===== src/nvc_cfg.svh =====
/*
  timing and address constants for the nvsram store/recall host controller.
  assumes a 50 MHz system clock; included by bare name.
*/
`ifndef NVC_CFG_SVH
`define NVC_CFG_SVH

`define NVC_CLK_NS 20
// host-side timing, in ns, us or ms as named
`define NVC_T_CYCLE_NS 45
`define NVC_T_HSB_PULSE_NS 15
`define NVC_T_RECOVER_NS 700
`define NVC_T_BUSY_NS 300
`define NVC_T_RECALL_US 20
`define NVC_T_STORE_MS 10
`define NVC_T_RESTORE_US 550
// derived cycle counts (least times round up)
`define NVC_CYC_ACCESS ((`NVC_T_CYCLE_NS + `NVC_CLK_NS - 1) / `NVC_CLK_NS)
`define NVC_CYC_HSB ((`NVC_T_HSB_PULSE_NS + `NVC_CLK_NS - 1) / `NVC_CLK_NS)
`define NVC_CYC_BUSY ((`NVC_T_BUSY_NS + `NVC_CLK_NS - 1) / `NVC_CLK_NS)
`define NVC_CYC_RECOVER ((`NVC_T_RECOVER_NS + `NVC_CLK_NS - 1) / `NVC_CLK_NS)
`define NVC_CYC_RECALL ((`NVC_T_RECALL_US * 1000) / `NVC_CLK_NS)
`define NVC_CYC_STORE ((`NVC_T_STORE_MS * 1000000) / `NVC_CLK_NS)
`define NVC_CYC_RESTORE ((`NVC_T_RESTORE_US * 1000) / `NVC_CLK_NS)
// software sequence addresses, low 14 bits
`define NVC_SEQ_A0 14'h0E38
`define NVC_SEQ_A1 14'h31C7
`define NVC_SEQ_A2 14'h03E0
`define NVC_SEQ_A3 14'h3C1F
`define NVC_SEQ_A4 14'h303F
`define NVC_SEQ_STORE 14'h0FC0
`define NVC_SEQ_RECALL 14'h0C63
`define NVC_SEQ_LEN 3'h6

`endif


===== src/nvc_pkg.sv =====
/*
  types for the nvsram host controller.
  assumes nothing beyond the compile order.
*/
package nvc_pkg;
  typedef enum logic [3:0] {
    NVC_IDLE = 4'h0,
    NVC_SETUP = 4'h1,
    NVC_STROBE = 4'h2,
    NVC_HOLD = 4'h3,
    NVC_HSB_LOW = 4'h4,
    NVC_HSB_WAIT = 4'h5,
    NVC_HSB_REL = 4'h6,
    NVC_RECOVER = 4'h7,
    NVC_NV_WAIT = 4'h8,
    NVC_DONE = 4'h9
  } nvc_state_t;

  typedef enum logic [1:0] {
    NVC_OP_READ = 2'h0,
    NVC_OP_WRITE = 2'h1,
    NVC_OP_SWSEQ = 2'h2,
    NVC_OP_HWSTORE = 2'h3
  } nvc_op_t;
endpackage : nvc_pkg


===== src/nvc_seq_rom.sv =====
/*
  small registered table of the six software sequence addresses.
  assumes index below six; entry five depends on store or recall.
*/
`timescale 1ns/1ns
`include "nvc_cfg.svh"
module nvc_seq_rom (
  // clock
  input wire logic clock_in,
  // lookup
  input wire logic [2:0] index_in,
  input wire logic recall_in,
  output logic [13:0] addr_out
);
  logic [13:0] addr_next;
  assign addr_next = (index_in == 3'h0) ? `NVC_SEQ_A0 :
                     (index_in == 3'h1) ? `NVC_SEQ_A1 :
                     (index_in == 3'h2) ? `NVC_SEQ_A2 :
                     (index_in == 3'h3) ? `NVC_SEQ_A3 :
                     (index_in == 3'h4) ? `NVC_SEQ_A4 :
                     (recall_in ? `NVC_SEQ_RECALL : `NVC_SEQ_STORE);
  always_ff @(posedge clock_in) begin
    addr_out <= addr_next;
  end
endmodule : nvc_seq_rom


===== src/nvc_host.sv =====
/*
  host controller that drives an nvsram through its parallel pins:
  reads, writes, software store/recall sequences and hardware store.
  assumes pins synchronous to clock_in and a device that keeps its own rules.
*/
// Function
// RULE1: device reads with select and gate low, strobe and store/busy high.
// RULE2: device writes with select and strobe low, store/busy high.
// RULE3: select high with store/busy high means standby, outputs float.
// RULE4: store/busy low forces nonvolatile store mode, outputs float.
// RULE5: strobe low before select falls keeps device outputs floating.
// RULE6: host keeps store/busy high through every write cycle.
// RULE7: hardware store copies only if a write occurred since last cycle.
// RULE8: after hardware store, device blocks until store/busy rises again.
// RULE9: device lets a running cycle finish at least one microsecond.
// RULE10: inhibit lifts within 700 ns after store/busy rises post store.
// RULE11: host holds hardware store request low at least 15 ns.
// RULE12: device drives store/busy low as busy within 300 ns.
// RULE13: power fail drives store/busy low within 300 ns for 1 us.
// RULE14: power fail without writes releases store/busy and skips store.
// RULE15: power-up recall completes within 550 us of supply rising.
// RULE16: software cycle starts only after six ordered read accesses.
// RULE17: store sequence ends with 0FC0, sixth access leaves outputs floating.
// RULE18: recall sequence ends with 0C63, lasting at most 20 us.
// RULE19: host keeps write strobe high during all six sequence accesses.
// RULE20: only the low 14 address bits are compared.
// RULE21: recognition ignores output gate; only data output follows it.
// RULE22: sequence accesses are select-timed reads, address latched at fall.
// RULE23: any other access inside the sequence aborts it.
// RULE24: after software store starts, all access waits until it completes.
`timescale 1ns/1ns
`include "nvc_cfg.svh"
module nvc_host #(
  parameter int ADDR_W = 15,
  parameter int DATA_W = 8,
  parameter int STORE_CYC = `NVC_CYC_STORE,
  parameter int RESTORE_CYC = `NVC_CYC_RESTORE,
  parameter int RECALL_CYC = `NVC_CYC_RECALL
) (
  // clock and reset
  input wire logic clock_in,
  input wire logic sys_rst_in,
  // user command port
  input wire logic cmd_valid_in,
  input wire logic [1:0] cmd_op_in,
  input wire logic cmd_recall_in,
  input wire logic [ADDR_W-1:0] cmd_addr_in,
  input wire logic [DATA_W-1:0] cmd_wdata_in,
  output logic cmd_ready_out,
  output logic rsp_valid_out,
  output logic [DATA_W-1:0] rsp_rdata_out,
  // memory pins
  output logic [ADDR_W-1:0] mem_addr_out,
  output logic mem_sel_n_out,
  output logic mem_wr_n_out,
  output logic mem_gate_n_out,
  input wire logic [DATA_W-1:0] mem_dq_in,
  output logic [DATA_W-1:0] mem_dq_out,
  output logic mem_dq_oe_out,
  input wire logic hw_store_busy_n_in,
  output logic hw_store_busy_n_out,
  output logic hw_store_busy_n_oe_out
);
  localparam int CNT_W = 32;
  localparam logic [CNT_W-1:0] CYC_ACCESS = CNT_W'(`NVC_CYC_ACCESS);
  localparam logic [CNT_W-1:0] CYC_HSB = CNT_W'(`NVC_CYC_HSB);
  localparam logic [CNT_W-1:0] CYC_BUSY = CNT_W'(`NVC_CYC_BUSY);
  localparam logic [CNT_W-1:0] CYC_RECOVER = CNT_W'(`NVC_CYC_RECOVER);

  // ------------------------------------------------------------
  // state
  // ------------------------------------------------------------
  nvc_pkg::nvc_state_t state_reg, state_next;
  nvc_pkg::nvc_op_t op_reg;
  logic [CNT_W-1:0] cnt_reg;
  logic [2:0] seq_idx_reg;
  logic recall_reg;
  logic [DATA_W-1:0] wdata_reg;
  logic boot_reg;
  logic [13:0] seq_addr;
  // look one access ahead so the table word is ready when the address loads
  wire [2:0] rom_idx = (state_reg == nvc_pkg::NVC_SETUP || state_reg == nvc_pkg::NVC_STROBE ||
                        state_reg == nvc_pkg::NVC_HOLD) ? seq_idx_reg + 3'h1 : 3'h0;

  nvc_seq_rom u_rom (
    .clock_in(clock_in),
    .index_in(rom_idx),
    .recall_in(recall_reg),
    .addr_out(seq_addr)
  );

  wire cnt_done = (cnt_reg <= CNT_W'(1));
  // a command is taken only on an edge where ready stands high
  wire take_cmd = (state_reg == nvc_pkg::NVC_IDLE) && cmd_valid_in && cmd_ready_out &&
                  !boot_reg;
  wire is_write = (op_reg == nvc_pkg::NVC_OP_WRITE);
  wire is_seq = (op_reg == nvc_pkg::NVC_OP_SWSEQ);
  wire seq_last = (seq_idx_reg == (`NVC_SEQ_LEN - 3'h1));

  // ------------------------------------------------------------
  // next state decode
  // ------------------------------------------------------------
  always_comb begin
    state_next = state_reg;
    case (state_reg)
      nvc_pkg::NVC_IDLE: begin
        if (take_cmd) begin
          state_next = (cmd_op_in == nvc_pkg::NVC_OP_HWSTORE) ?
                       nvc_pkg::NVC_HSB_LOW : nvc_pkg::NVC_SETUP;
        end
      end
      nvc_pkg::NVC_SETUP: state_next = nvc_pkg::NVC_STROBE;
      nvc_pkg::NVC_STROBE: begin
        if (cnt_done) begin
          state_next = nvc_pkg::NVC_HOLD;
        end
      end
      nvc_pkg::NVC_HOLD: begin
        if (is_seq && !seq_last) begin
          state_next = nvc_pkg::NVC_SETUP;
        end else if (is_seq) begin
          state_next = nvc_pkg::NVC_NV_WAIT;
        end else begin
          state_next = nvc_pkg::NVC_DONE;
        end
      end
      nvc_pkg::NVC_HSB_LOW: begin
        if (cnt_done) begin
          state_next = nvc_pkg::NVC_HSB_WAIT;
        end
      end
      nvc_pkg::NVC_HSB_WAIT: begin
        if (hw_store_busy_n_in || cnt_done) begin
          state_next = nvc_pkg::NVC_HSB_REL;
        end
      end
      nvc_pkg::NVC_HSB_REL: begin
        if (hw_store_busy_n_in) begin
          state_next = nvc_pkg::NVC_RECOVER;
        end
      end
      nvc_pkg::NVC_RECOVER, nvc_pkg::NVC_NV_WAIT: begin
        if (cnt_done) begin
          state_next = nvc_pkg::NVC_DONE;
        end
      end
      nvc_pkg::NVC_DONE: state_next = nvc_pkg::NVC_IDLE;
      default: state_next = nvc_pkg::NVC_IDLE;
    endcase
  end

  // ------------------------------------------------------------
  // sequencer registers
  // ------------------------------------------------------------
  always_ff @(posedge clock_in) begin
    if (sys_rst_in) begin
      state_reg <= nvc_pkg::NVC_IDLE;
      op_reg <= nvc_pkg::NVC_OP_READ;
      cnt_reg <= RESTORE_CYC;
      boot_reg <= 1'b1;
      seq_idx_reg <= 3'h0;
      recall_reg <= 1'b0;
      wdata_reg <= '0;
    end else begin
      state_reg <= state_next;
      // RULE15 wait for power-up recall
      if (boot_reg) begin
        cnt_reg <= cnt_reg - CNT_W'(1);
        if (cnt_done) begin
          boot_reg <= 1'b0;
        end
      end else if (take_cmd) begin
        op_reg <= nvc_pkg::nvc_op_t'(cmd_op_in);
        recall_reg <= cmd_recall_in;
        wdata_reg <= cmd_wdata_in;
        seq_idx_reg <= 3'h0;
        // RULE11 minimum store request width
        cnt_reg <= (cmd_op_in == nvc_pkg::NVC_OP_HWSTORE) ? CYC_HSB : CYC_ACCESS;
      end else if (state_reg == nvc_pkg::NVC_HSB_LOW && cnt_done) begin
        // RULE12 busy must appear within bound
        cnt_reg <= CYC_BUSY + CNT_W'(STORE_CYC);
      end else if (state_reg == nvc_pkg::NVC_HSB_REL && hw_store_busy_n_in) begin
        // RULE10 recovery before next access
        cnt_reg <= CYC_RECOVER;
      end else if (state_reg == nvc_pkg::NVC_HOLD) begin
        // RULE18 wait out recall or store
        cnt_reg <= is_seq && seq_last ?
                   (recall_reg ? CNT_W'(RECALL_CYC) : CNT_W'(STORE_CYC)) : CYC_ACCESS;
        seq_idx_reg <= seq_idx_reg + 3'h1;
      end else if (!cnt_done) begin
        cnt_reg <= cnt_reg - CNT_W'(1);
      end
    end
  end

  // ------------------------------------------------------------
  // pin drive
  // ------------------------------------------------------------
  wire in_access = (state_reg == nvc_pkg::NVC_SETUP) || (state_reg == nvc_pkg::NVC_STROBE) ||
                   (state_reg == nvc_pkg::NVC_HOLD);
  // RULE22 address set one cycle before select falls
  wire load_addr = take_cmd || (state_reg == nvc_pkg::NVC_HOLD && is_seq && !seq_last);
  wire load_seq = take_cmd ? (cmd_op_in == nvc_pkg::NVC_OP_SWSEQ) : is_seq;
  wire [ADDR_W-1:0] addr_next = !load_addr ? mem_addr_out :
                                (load_seq ? {{(ADDR_W-14){1'b0}}, seq_addr} : cmd_addr_in);
  wire sel_n_next = !(state_next == nvc_pkg::NVC_STROBE);
  // RULE19 strobe stays high for sequence reads
  wire wr_n_next = !(state_next == nvc_pkg::NVC_STROBE && is_write);
  wire gate_n_next = !(state_next == nvc_pkg::NVC_STROBE && op_reg == nvc_pkg::NVC_OP_READ);
  // RULE6 store/busy released except for a store request
  wire hsb_drive_next = (state_next == nvc_pkg::NVC_HSB_LOW);
  wire capture = (state_reg == nvc_pkg::NVC_STROBE) && cnt_done &&
                 (op_reg == nvc_pkg::NVC_OP_READ);

  always_ff @(posedge clock_in) begin
    if (sys_rst_in) begin
      mem_addr_out <= '0;
      mem_sel_n_out <= 1'b1;
      mem_wr_n_out <= 1'b1;
      mem_gate_n_out <= 1'b1;
      mem_dq_out <= '0;
      mem_dq_oe_out <= 1'b0;
      hw_store_busy_n_out <= 1'b1;
      hw_store_busy_n_oe_out <= 1'b0;
      cmd_ready_out <= 1'b0;
      rsp_valid_out <= 1'b0;
      rsp_rdata_out <= '0;
    end else begin
      mem_addr_out <= addr_next;
      mem_sel_n_out <= sel_n_next;
      mem_wr_n_out <= wr_n_next;
      mem_gate_n_out <= gate_n_next;
      mem_dq_out <= wdata_reg;
      mem_dq_oe_out <= in_access && is_write && state_next != nvc_pkg::NVC_DONE;
      hw_store_busy_n_out <= 1'b0;
      hw_store_busy_n_oe_out <= hsb_drive_next;
      cmd_ready_out <= (state_next == nvc_pkg::NVC_IDLE) && !boot_reg && !take_cmd;
      rsp_valid_out <= (state_reg == nvc_pkg::NVC_DONE);
      if (capture) begin
        rsp_rdata_out <= mem_dq_in;
      end
    end
  end
endmodule : nvc_host


===== config.mk =====
export PLATFORM = sky130hd
export DESIGN_NAME = nvc_host
export DESIGN_NICKNAME = d
export VERILOG_FILES = /design/src/nvc_pkg.sv /design/src/nvc_seq_rom.sv /design/src/nvc_host.sv
export VERILOG_INCLUDE_DIRS = /design/src /design/src/src
export SDC_FILE = /design/constraint.sdc
export NUM_CORES = 1
export LEC_CHECK = 0
export BUFFER_PORTS_ARGS = -buffer_cell sky130_fd_sc_hd__clkbuf_2
export CAP_MARGIN = 40
export CELL_PAD_IN_SITES_DETAIL_PLACEMENT = 1
export CELL_PAD_IN_SITES_GLOBAL_PLACEMENT = 2
export CORE_MARGIN = 2
export CORE_UTILIZATION = 34
export CTS_CLUSTER_SIZE = 16
export DETAILED_ROUTE_END_ITERATION = 12
export PLACE_DENSITY_LB_ADDON = 0.3
export SETUP_SLACK_MARGIN = 0.02
export SLEW_MARGIN = 15
export SYNTH_ARGS = -nofsm -noshare
export SYNTH_HDL_FRONTEND = slang
export SYNTH_HIERARCHICAL = 1
export SYNTH_SLANG_ARGS = --single-unit

===== constraint.sdc =====
create_clock -name clock_in -period 2.6 [get_ports clock_in]
set_input_delay 0.26 -clock clock_in [delete_from_list [all_inputs] [get_ports clock_in]]
set_output_delay 0.26 -clock clock_in [all_outputs]
set_load 0.005 [all_outputs]

## After elaboration in Yosys (flattened, before gate mapping)

Index checks and enable logic that the tools add are counted.

- Word-level logic and storage cells: 116
- Register bits after elaboration: 104
- Output and inout bits: 39
- Input port bits: 38

- $add $sub $neg: 2
- $lt $le $gt $ge: 1
- Mux-type cells: 34
- Bitwise logic cells: 1
- Equality and inequality tests: 24
- Reductions and logical operators: 35

Operators by type and width:

| cell | number |
|---|---|
| 2-to-1 mux 32 bit | 6 |
| 2-to-1 mux 14 bit | 4 |
| 2-to-1 mux 19 bit | 2 |
| <= comparator 32 x 1 -> 1 bit (second input constant) | 1 |
| one-hot mux 4 bit (8 select lines) | 1 |
| subtractor 32 x 1 -> 32 bit (second input constant) | 1 |
| 2-to-1 mux 4 bit | 7 |
| == test 4 x 3 -> 1 bit (second input constant) | 5 |
| 2-to-1 mux 3 bit | 6 |
| logical AND 1 bit | 17 |
| 2-to-1 mux 15 bit | 1 |
| == test 4 x 2 -> 1 bit (second input constant) | 3 |
| 2-to-1 mux 10 bit | 1 |
| == test 4 bit (second input constant) | 2 |
| logical NOT 4 bit | 2 |
| == test 2 bit (second input constant) | 3 |
| == test 3 x 2 -> 1 bit (second input constant) | 2 |
| == test 3 bit (second input constant) | 2 |
| logical NOT 1 bit | 6 |
| inequality test 6 x 2 -> 1 bit (second input constant) | 1 |
| 2-to-1 mux 1 bit | 5 |
| == test 4 x 1 -> 1 bit (second input constant) | 1 |
| logical OR 1 bit | 4 |
| inequality test 2 bit (second input constant) | 2 |
| 12 further kinds | 12 |

## Logic depth before layout (Yosys ltp)

Gate-level depths: netlist of run 1.

- Depth after elaboration: 9
- Mapped depth: 8
- Gate-level depth less buffers: 8

## By module

Netlist of run 1, hierarchy kept.

Modules (own cells, without submodules):

| module | area each (um^2) | cells an instance | instances | sequential area each (um^2) |
|---|---|---|---|---|
| nvc_host | 4,364.2 | 496 | 1 | 1,801.7 |
| nvc_seq_rom | 317.8 | 32 | 1 | 160.2 |

## Worst setup path after synthesis of run 1

No wires, ideal clock.

- Path type: register to register
- From: reg cnt_reg[0]
- To: reg cnt_reg[25]
- Library setup time: 0.074 ns
- Clock period less this slack: 2.256 ns
- Buffers on the path: 1
- Cell stages (with the launch flop): 9
- Slack: 0.344 ns
- Required time: 2.526 ns
- Data arrival time: 2.182 ns
- Cell sequence: dfxtp_1 inv_1 ha_1 o2111a_1 and3_1 clkbuf_1 a311o_1 or4_1 o21ai_0

- Cells in the longest elaborated chain, start to end: 7
- Elaborated cells on any way between the ends: 10
- Those cells by class: 1 x add/sub; 1 x order compare; 1 x eq/ne; 6 x mux; 1 x reduce/logical

RTL lines:

| what | RTL line | text |
|---|---|---|
| from (decl) | nvc_host.sv:75 | `logic [CNT_W-1:0] cnt_reg;` |
| from (signal assigned) | nvc_host.sv:168 | `cnt_reg <= cnt_reg - CNT_W'(1);` |
| from (signal assigned) | nvc_host.sv:178 | `cnt_reg <= (cmd_op_in == nvc_pkg::NVC_OP_HWSTORE) ? CYC_HSB : CYC_ACCESS;` |
| from (signal assigned) | nvc_host.sv:181 | `cnt_reg <= CYC_BUSY + CNT_W'(STORE_CYC);` |
| subtractor 32 x 1 -> 32 bit | nvc_host.sv:168, nvc_host.sv:191 |  |
| 2-to-1 mux 32 bit | nvc_host.sv:190 | `end else if (!cnt_done) begin` |
| 2-to-1 mux 32 bit | nvc_host.sv:185 | `end else if (state_reg == nvc_pkg::NVC_HOLD) begin` |
| 2-to-1 mux 32 bit | nvc_host.sv:182 | `end else if (state_reg == nvc_pkg::NVC_HSB_REL && hw_store_busy_n_in) begin` |
| 2-to-1 mux 32 bit | nvc_host.sv:179 | `end else if (state_reg == nvc_pkg::NVC_HSB_LOW && cnt_done) begin` |
| 2-to-1 mux 32 bit | nvc_host.sv:172 | `end else if (take_cmd) begin` |
| 2-to-1 mux 32 bit | nvc_host.sv:167 | `if (boot_reg) begin` |

Several ways; a longest one is shown, not always the timed one. The select of a mux whose other input is x is not followed.
A chain may end at the register's enable or synchronous reset.

## Worst setup path in the final report of run 1

- From: reg cnt_reg[26]
- To: reg rsp_rdata_out[7]

- Cells in the longest elaborated chain, start to end: 3

RTL lines:

| what | RTL line | text |
|---|---|---|
| <= comparator 32 x 1 -> 1 bit | nvc_host.sv:92 | `wire cnt_done = (cnt_reg <= CNT_W'(1));` |
| logical AND 1 bit (2 in a row) | nvc_host.sv:212 | `wire capture = (state_reg == nvc_pkg::NVC_STROBE) && cnt_done &&` |
| to (signal assigned) | nvc_host.sv:240 | `rsp_rdata_out <= mem_dq_in;` |
| to (decl) | nvc_host.sv:51 | `output logic [DATA_W-1:0] rsp_rdata_out,` |

Every way passes these cells.

==> flow_metrics.tcl, run 1 <==
set metrics [dict create \
    postRouteAntennaNets 0 \
    synthToLayoutAreaGrowth_pct 22.0 \
    avgSynthCellArea_um2 8.87 \
    drtIter0Drc 166 \
    first_pass_iters 5 \
    synth_cell_types 74 \
    crit_buf_inv 1 \
    path_clk_slew_ps 70 \
    die_w_um 121 \
    worst_clock_skew_ps 7.18 \
    antenna_found_initial 0 \
    fin_crit_ps 2520 \
    clockRootBuffer "clkbuf_16" \
    htree_levels 3 \
    cpPeakStageDelay_ps 550 \
    final_common_cell "dfxtp_1" \
    syn-instance-count 528 \
    drive_above_1_share 0.259 \
    finalPower_w 0.00296 \
    final_core_util 0.428 \
    rsz0062_at_grt "yes" \
    regArea_mm2 0.00196 \
    core_area_mm2 0.0133 \
    finalHoldViolCount 0 \
    cts.sinks 98 \
    power_density_mw_per_mm2 518 \
    path_cells "or4_4 > or4_4 > nor4_4 > and3_4 > buf_12 > mux2i_1 > nor2_1" \
    maxSlewHeadroom 0.493 \
    fin_cells 802 \
    ys_seq_elements 98 \
    worst_pin_slew_ps 753 \
    cts_tree "yes" \
    remaining_drc_errors 0 \
    synthFlopType "dfxtp_1" \
    min_path_type "in2reg" \
    holdWs_ps 129 \
    num_vias 4149 \
    cts_max_path_buffers 2 \
    critPathLaunchType "flop" \
    syn-num-nets 570 \
    initial_core_util 0.351 \
    setup_violations 0 \
    outcome "complete, no violations" \
    crit_top_cell "or4_4" \
    cp_top_family "simple AND/OR/NAND/NOR gates" \
    grt_max_degree 45 \
    fmax_ghz 0.396 \
    final_max_slew_viol_count 0 \
    leakage_nw 2.15 \
    synth_area_mm2 0.00468 \
    async_flop_share 0 \
    finalSetupTns_ps 0 \
    drv_cap 0 \
    crit_type "reg2reg" \
    ys.warnings.count 6 \
    dieArea_mm2 0.0147 \
    crit_path_top_delay_cell "or4_4" \
    fin_crit_sh 0.971 \
    multi_input_area_mm2 0.00252 \
    synth_enable_flop_cells 0 \
    clk-insertion-delay-late_ps 350 \
    vias_per_cell 5.17 \
    largest_reg_flops 32 \
    numCtsBuffers 9 \
    routedWlPerCell_um 16.6 \
    grt_pass1_vias 4309 \
    required_ps 2820 \
    critPathMaxFanout 8 \
    die_y_um 121 \
    end_kind "flop" \
    crit_arrival_ps 2750 \
    dp.cells 785 \
    ir_drop_mv 0.260 \
    boundaryPins 77 \
    yosysSeqAreaShare 0.419 \
    io_buffer_count 76 \
    diodes 0 \
    final_cell_mix "dfxtp_1 (96), clkbuf_2 (76), nor2_1 (65)" \
    grt-ovfl-total 0 \
    hpwl_mm 10.0 \
    gr-usage-all-layers 0.189 \
    wirelength_mm 13.3 \
    finalNetCount 664 \
    nFillCells 1606 \
    gp_congestion 0.843 \
    row_count 42 \
    grt_pass1_wl_mm 21.9 \
]
[worst reg2reg max path, cell delays in order (launching register included)]
cell and delay [ps]:
dfxtp_2 330, or4_4 550, or4_4 460, nor4_4 410, and3_4 260, buf_12 130, mux2i_1 190, nor2_1 60
[synthesized netlist by cell type, drive strengths merged, types with 2 or more instances]
library cell / instances / area share
a2111oi: 3 / 0.0069
a211o: 3 / 0.0059
a211oi: 20 / 0.034
a21o: 7 / 0.012
a21oi: 29 / 0.031
a22oi: 3 / 0.0048
a31o: 2 / 0.0037
a31oi: 2 / 0.0027
and2: 4 / 0.0053
and3: 5 / 0.0067
and4b: 2 / 0.0043
buf: 19 / 0.031
clkbuf: 14 / 0.011
dfxtp: 98 / 0.42
ha: 4 / 0.011
inv: 5 / 0.0040
mux2i: 23 / 0.049
nand2: 54 / 0.044
nand2b: 8 / 0.011
nand3: 9 / 0.0096
nand4: 2 / 0.0027
nor2: 65 / 0.052
nor2b: 10 / 0.013
nor3: 20 / 0.022
nor3b: 2 / 0.0032
nor4: 11 / 0.024
nor4b: 4 / 0.0088
o2111ai: 2 / 0.0037
o211ai: 7 / 0.012
o21ai: 19 / 0.020
o31ai: 2 / 0.0032
or2: 2 / 0.0027
or3: 9 / 0.013
or4: 9 / 0.016
or4b: 2 / 0.0043
xnor2: 12 / 0.022
xor2: 15 / 0.028
[area by class of cell]
| type | instances | share of cell area |
|---|---|---|
| Timing Repair Buffer | 117 | 0.123 |
| Clock inverter | 4 | 0.00942 |
| Tap cell | 176 | 0.0385 |
| Clock buffer | 11 | 0.0407 |
| Inverter | 5 | 0.00329 |
| Sequential cell | 98 | 0.344 |
| Multi-Input combinational cell | 391 | 0.441 |
[timing repair]
| item | in CTS | in global routing |
|---|---|---|
| gates resized for setup | 0 | 6 |
| setup endpoints to repair | 0 | 18 |
| buffers inserted | 0 | 2 |
| hold buffers | 0 | 0 |
[kinds of logic after synthesis]
group | after synthesis | share of synthesized area
AOI/OAI and AO/OA | 112 | 0.166
xor gates and xnor gates | 27 | 0.0505
adders and majority gates | 4 | 0.0107
buffers and inverters | 39 | 0.0484
DFF | 98 | 0.419
muxes | 23 | 0.0492
and+or+nand+nor | 225 | 0.257
[where the power goes]
group / leakage [nW] / internal (W) / switching [W]
Clock: 0.132 / 0.000743 / 0.000576
Combinational: 1.23 / 0.0000546 / 0.0000708
Sequential: 0.792 / 0.00151 / 0.00000773
Total: 2.15 / 0.00231 / 0.000655
[layer usage]
layer,GRT usage,part of all wire
met1,0.245,0.46
met2,0.314,0.48
met3,0.0399,0.042
met4,0.0611,0.014
met5,0,0
[path summary, 6_finish.rpt]
path	cells past startpoint	from	slack, ps	endpoint
worst min register to register	2	wdata_reg[5]$_SDFFE_PP0P_	450	wdata_reg[5]$_SDFFE_PP0P_
worst max register to register	7	cnt_reg[26]$_SDFFE_PP0P_	80	rsp_rdata_out[7]$_SDFFE_PP0P_
worst max-delay path	7	cnt_reg[26]$_SDFFE_PP0P_	80	rsp_rdata_out[7]$_SDFFE_PP0P_
worst min-delay path	3	cmd_wdata_in[1]	130	wdata_reg[1]$_SDFFE_PP0P_
[metrics by stage]
stage	worst slack, ps	area (um2)
finish	76.3	5710
global route	-20.2	5710
CTS	46.0	5680
detailed placement	65.9	5390
global placement	131	5380
floorplan	344	4680
No activity file was read; power rests on OpenSTA's default activity.
==> run 2: changes to the inputs <==
Settings changed: CELL_PAD_IN_SITES_DETAIL_PLACEMENT 1 to not set, CELL_PAD_IN_SITES_GLOBAL_PLACEMENT 2 to not set, CORE_UTILIZATION 34 to 56.
==> flow_metrics.tcl, run 2 (synthesized netlist as in run 1, its figures left out) <==
set metrics [dict create \
    numCtsBuffers 9 \
    rsz0062_at_grt "no" \
    grt_pass1_vias 3838 \
    maxSlewHeadroom 0.576 \
    ir_drop_mv 0.337 \
    clk-insertion-delay-late_ps 370 \
    grt_max_degree 47 \
    dieArea_mm2 0.00911 \
    first_pass_iters 5 \
    worst_pin_slew_ps 629 \
    initial_core_util 0.573 \
    postRouteAntennaNets 0 \
    gr-usage-all-layers 0.252 \
    synthToLayoutAreaGrowth_pct 16.0 \
    drive_above_1_share 0.243 \
    routedWlPerCell_um 15.6 \
    outcome "complete, no violations" \
    crit_type "reg2reg" \
    critPathMaxFanout 8 \
    grt-ovfl-total 0 \
    num_vias 4163 \
    boundaryPins 77 \
    drtIter0Drc 277 \
    sw_frac_of_total 0.250 \
    setup_violations 0 \
    fin_crit_sh 0.959 \
    final_core_util 0.664 \
    p_clk_frac 0.372 \
    die_w_um 95.4 \
    min_path_type "in2reg" \
    drv_cap 0 \
    p_sw_w 0.000651 \
    final_max_slew_viol_count 0 \
    gp_congestion 0.939 \
    power_frac_seq 0.581 \
    cpPeakStageDelay_ps 570 \
    power_density_mw_per_mm2 480 \
    end_kind "flop" \
    remaining_drc_errors 0 \
    core_area_mm2 0.00818 \
    worst_clock_skew_ps 10.5 \
    vias_per_cell 5.80 \
    leakage_nw 2.05 \
    antenna_found_initial 0 \
    diodes 0 \
    die_y_um 95.4 \
    fmax_ghz 0.401 \
    cts_tree "yes" \
    critPathLaunchType "flop" \
    row_count 33 \
    grt_pass1_wl_mm 18.1 \
    finalSetupTns_ps 0 \
    htree_levels 3 \
    final_common_cell "dfxtp_1" \
    crit_arrival_ps 2730 \
    clockRootBuffer "clkbuf_8" \
    path_clk_slew_ps 100 \
    crit_path_top_delay_cell "or4_4" \
    pwr-share-comb 0.046 \
    cts.sinks 98 \
    fin_crit_ps 2490 \
    cts_max_path_buffers 2 \
    path_cells "or4_4 > or4_4 > nor4_4 > and3_4 > buf_12 > mux2i_1 > nor2_1" \
    finalHoldViolCount 0 \
    largest_reg_flops 32 \
    finalNetCount 650 \
    io_buffer_count 76 \
    final_area_mm2 0.00543 \
    wirelength_mm 11.2 \
    p_int_w 0.00195 \
    dpl_cell_area_mm2 0.00519 \
    required_ps 2840 \
    hpwl_mm 8.22 \
    final_cell_mix "dfxtp_1 (97), clkbuf_2 (76), nor2_1 (65)" \
    crit_top_cell "or4_4" \
]
run 2: cell types whose count changed in the layout (fill, tap and decap cells not counted), moves of 2 or more:
cell	delta
clkbuf_1	-2
inv_6	+2
inv_8	+2
dfxtp_2	-2
buf_4	-14
clkbuf_16	-9
clkbuf_8	+10
run 2: worst paths after layout:
path	to	depth (start not counted)	start	slack [ps]
worst min-delay path	wdata_reg[2]$_SDFFE_PP0P_	3	cmd_wdata_in[2]	100
worst min register to register	wdata_reg[7]$_SDFFE_PP0P_	2	wdata_reg[7]$_SDFFE_PP0P_	460
worst max register to register	rsp_rdata_out[1]$_SDFFE_PP0P_	7	cnt_reg[23]$_SDFFE_PP0P_	110
worst max-delay path	rsp_rdata_out[1]$_SDFFE_PP0P_	7	cnt_reg[23]$_SDFFE_PP0P_	110
run 2: power by group through the flow:
stage           logic, W  clock network [W]  registers (W)
6_report        0.000120           0.000970        0.00152
5_1_grt         0.000131            0.00104        0.00152
4_1_cts         0.000120           0.000991        0.00152
3_5_place_dp    0.000119                  0        0.00155
3_3_place_gp    0.000115                  0        0.00155
2_1_floorplan  0.0000615                  0        0.00155
run 2: timing repair:
item | in CTS | in global routing
hold endpoints to repair | 0 | 0
hold buffers | 0 | 0
buffers inserted | 0 | 3
resized for setup | 0 | 6
setup endpoints to repair | 0 | 23
run 2: metrics by stage:
step	total power, W	cells	hold WS (ps)	setup WS [ps]
global route	0.00269	718	96.9	20.1
finish	0.00261	718	101	106
detailed placement	0.00167	699	446	88.2
CTS	0.00263	715	91.9	42.1
floorplan	0.00161	528	288	344
global placement	0.00166	698	437	164
run 2: area by class of cell:
| type | count | area, um2 |
|---|---|---|
| Clock buffer | 10 | 138 |
| Clock inverter | 6 | 55.1 |
| Fill cell | 681 | 2750 |
| Inverter | 5 | 18.8 |
| Multi-Input combinational cell | 391 | 2520 |
| Sequential cell | 98 | 1970 |
| Tap cell | 105 | 131 |
| Timing Repair Buffer | 103 | 603 |
run 2: critical path, delay by kind of cell, from the launching register on:
kind	cells	cell delay, ps
buffers and inverters	1	120
flip-flops	1	360
multiplexers	1	180
AND/OR/NAND/NOR	5	1700
run 2: metal layers:
metal,up-vias,wire length [um],GRT usage
li1,2051,-,-
met3,13,693,0.0514
met4,0,128,0.0679
met2,162,5390,0.422
met5,-,0,0
met1,1937,4980,0.333
==> run 3: changes to the inputs <==
Settings changed: CORE_UTILIZATION 56 to 61.
Clock period 2.6 ns to 3.03 ns, I/O delays scaled along.
==> flow_metrics.tcl, run 3 (synthesized netlist as in run 1, its figures left out) <==
set metrics [dict create \
    holdBufCountCts 0 \
    synthToLayoutAreaGrowth_pct 12.4 \
    worst_clock_skew_ps 9.94 \
    diodes 0 \
    grt_max_degree 51 \
    routed.top_layer "met4" \
    num_vias 4185 \
    leakage_nw 1.97 \
    clk-insertion-delay-late_ps 370 \
    cts_max_path_buffers 2 \
    fmax_ghz 0.363 \
    grt_pass1_vias 3875 \
    grt-ovfl-total 0 \
    boundaryPins 77 \
    end_kind "flop" \
    worst_pin_slew_ps 681 \
    final_cell_mix "dfxtp_1 (98), clkbuf_2 (76), nor2_1 (65)" \
    io_buffer_count 76 \
    crit_type "reg2reg" \
    route.met3.wl_um 911 \
    fin_crit_sh 0.909 \
    critPathMaxFanout 8 \
    setup_violations 0 \
    core_area_mm2 0.00733 \
    path_clk_slew_ps 100 \
    power_density_mw_per_mm2 418 \
    remaining_drc_errors 0 \
    final_max_slew_viol_count 0 \
    clockRootBuffer "clkbuf_8" \
    regArea_mm2 0.00196 \
    routedWlPerCell_um 15.8 \
    finalHoldViolCount 0 \
    reg2reg_depth 6 \
    die_y_um 91.6 \
    finalSetupTns_ps 0 \
    row_count 31 \
    grt_pass1_wl_mm 18.6 \
    ir_drop_mv 0.330 \
    drive_above_1_share 0.219 \
    cts.sinks 98 \
    worstHoldPathCells 3 \
    wirelength_mm 11.0 \
    multi_input_area_mm2 0.00250 \
    htree_levels 3 \
    cts_resized 0 \
    vias_per_cell 6.00 \
    rsz0062_at_grt "no" \
    final_common_cell "dfxtp_1" \
    initial_core_util 0.639 \
    antenna_found_initial 0 \
    holdWs_ps 151 \
    hpwl_mm 7.91 \
    die_w_um 91.6 \
    required_ps 3300 \
    finalNetCount 635 \
    dieArea_mm2 0.00839 \
    critPathLaunchType "flop" \
    wl_met2_mm 5.08 \
    numCtsBuffers 9 \
    postRouteAntennaNets 0 \
    first_pass_iters 6 \
    drv_cap 0 \
    finalPower_w 0.00220 \
    fin_crit_ps 2750 \
    maxSlewHeadroom 0.541 \
    drtIter0Drc 448 \
    wl_met1_mm 4.82 \
    outcome "complete, no violations" \
    gp_congestion 0.931 \
    gr-usage-all-layers 0.270 \
    cts_tree "yes" \
    nFillCells 582 \
    cts_setup_buffers 0 \
    crit_arrival_ps 3030 \
    largest_reg_flops 32 \
    min_path_type "in2reg" \
]
[run 3: cell types whose count changed in the layout (fill, tap and decap cells not counted), sizes merged]
cell,delta
buf,-15
clkbuf,-1
clkinv,+2
inv,-1
[run 3: critical path, cell delays in order (launching register included)]
cell,delay [ps]
dfxtp_1,400
or4_1,580
nor3_1,380
and4_1,480
mux2i_1,210
nor3_2,340
nor4b_2,280
[run 3: area by class of cell]
class | instances | share of cell area
clock buffers | 9 | 0.0235
clock inverters | 7 | 0.0114
multi-input cells | 391 | 0.475
well taps | 99 | 0.0235
inverters | 5 | 0.00357
flip-flops and latches | 98 | 0.373
repair buffers | 88 | 0.0901
[run 3: path summary, 6_finish.rpt]
| kind | from | slack, ps | to |
|---|---|---|---|
| worst min register to register | wdata_reg[3]$_SDFFE_PP0P_ | 450 | wdata_reg[3]$_SDFFE_PP0P_ |
| worst min-delay path | cmd_wdata_in[7] | 150 | wdata_reg[7]$_SDFFE_PP0P_ |
| worst max register to register | cnt_reg[2]$_SDFFE_PP1P_ | 280 | cmd_ready_out$_SDFF_PP0_ |
| worst max-delay path | cnt_reg[2]$_SDFFE_PP1P_ | 280 | cmd_ready_out$_SDFF_PP0_ |
[run 3: per-stage QoR]
step                       util  instance area, um2  instances  worst slack, ps
after detailed placement  0.693                5080        681              366
after CTS                 0.718                5260        697              321
after global routing      0.718                5260        697              139
after global placement    0.691                5070        680              465
final                     0.718                5260        697              277
after floorplan               -                4680        528              774
[run 3: power by group]
| part | leakage, nW | internal (W) | switching, W |
|---|---|---|---|
| Clock | 0.0897 | 0.000313 | 0.000490 |
| Sequential | 0.791 | 0.00129 | 0.0000114 |
| Combinational | 1.09 | 0.0000411 | 0.0000527 |
| Total | 1.97 | 0.00165 | 0.000554 |
[run 3: layer usage]
metal  GRT usage  vias up
met1       0.358     1933
li1            -     2020
met2       0.431      208
met5           0        -
met4      0.0985        0
met3      0.0633       24
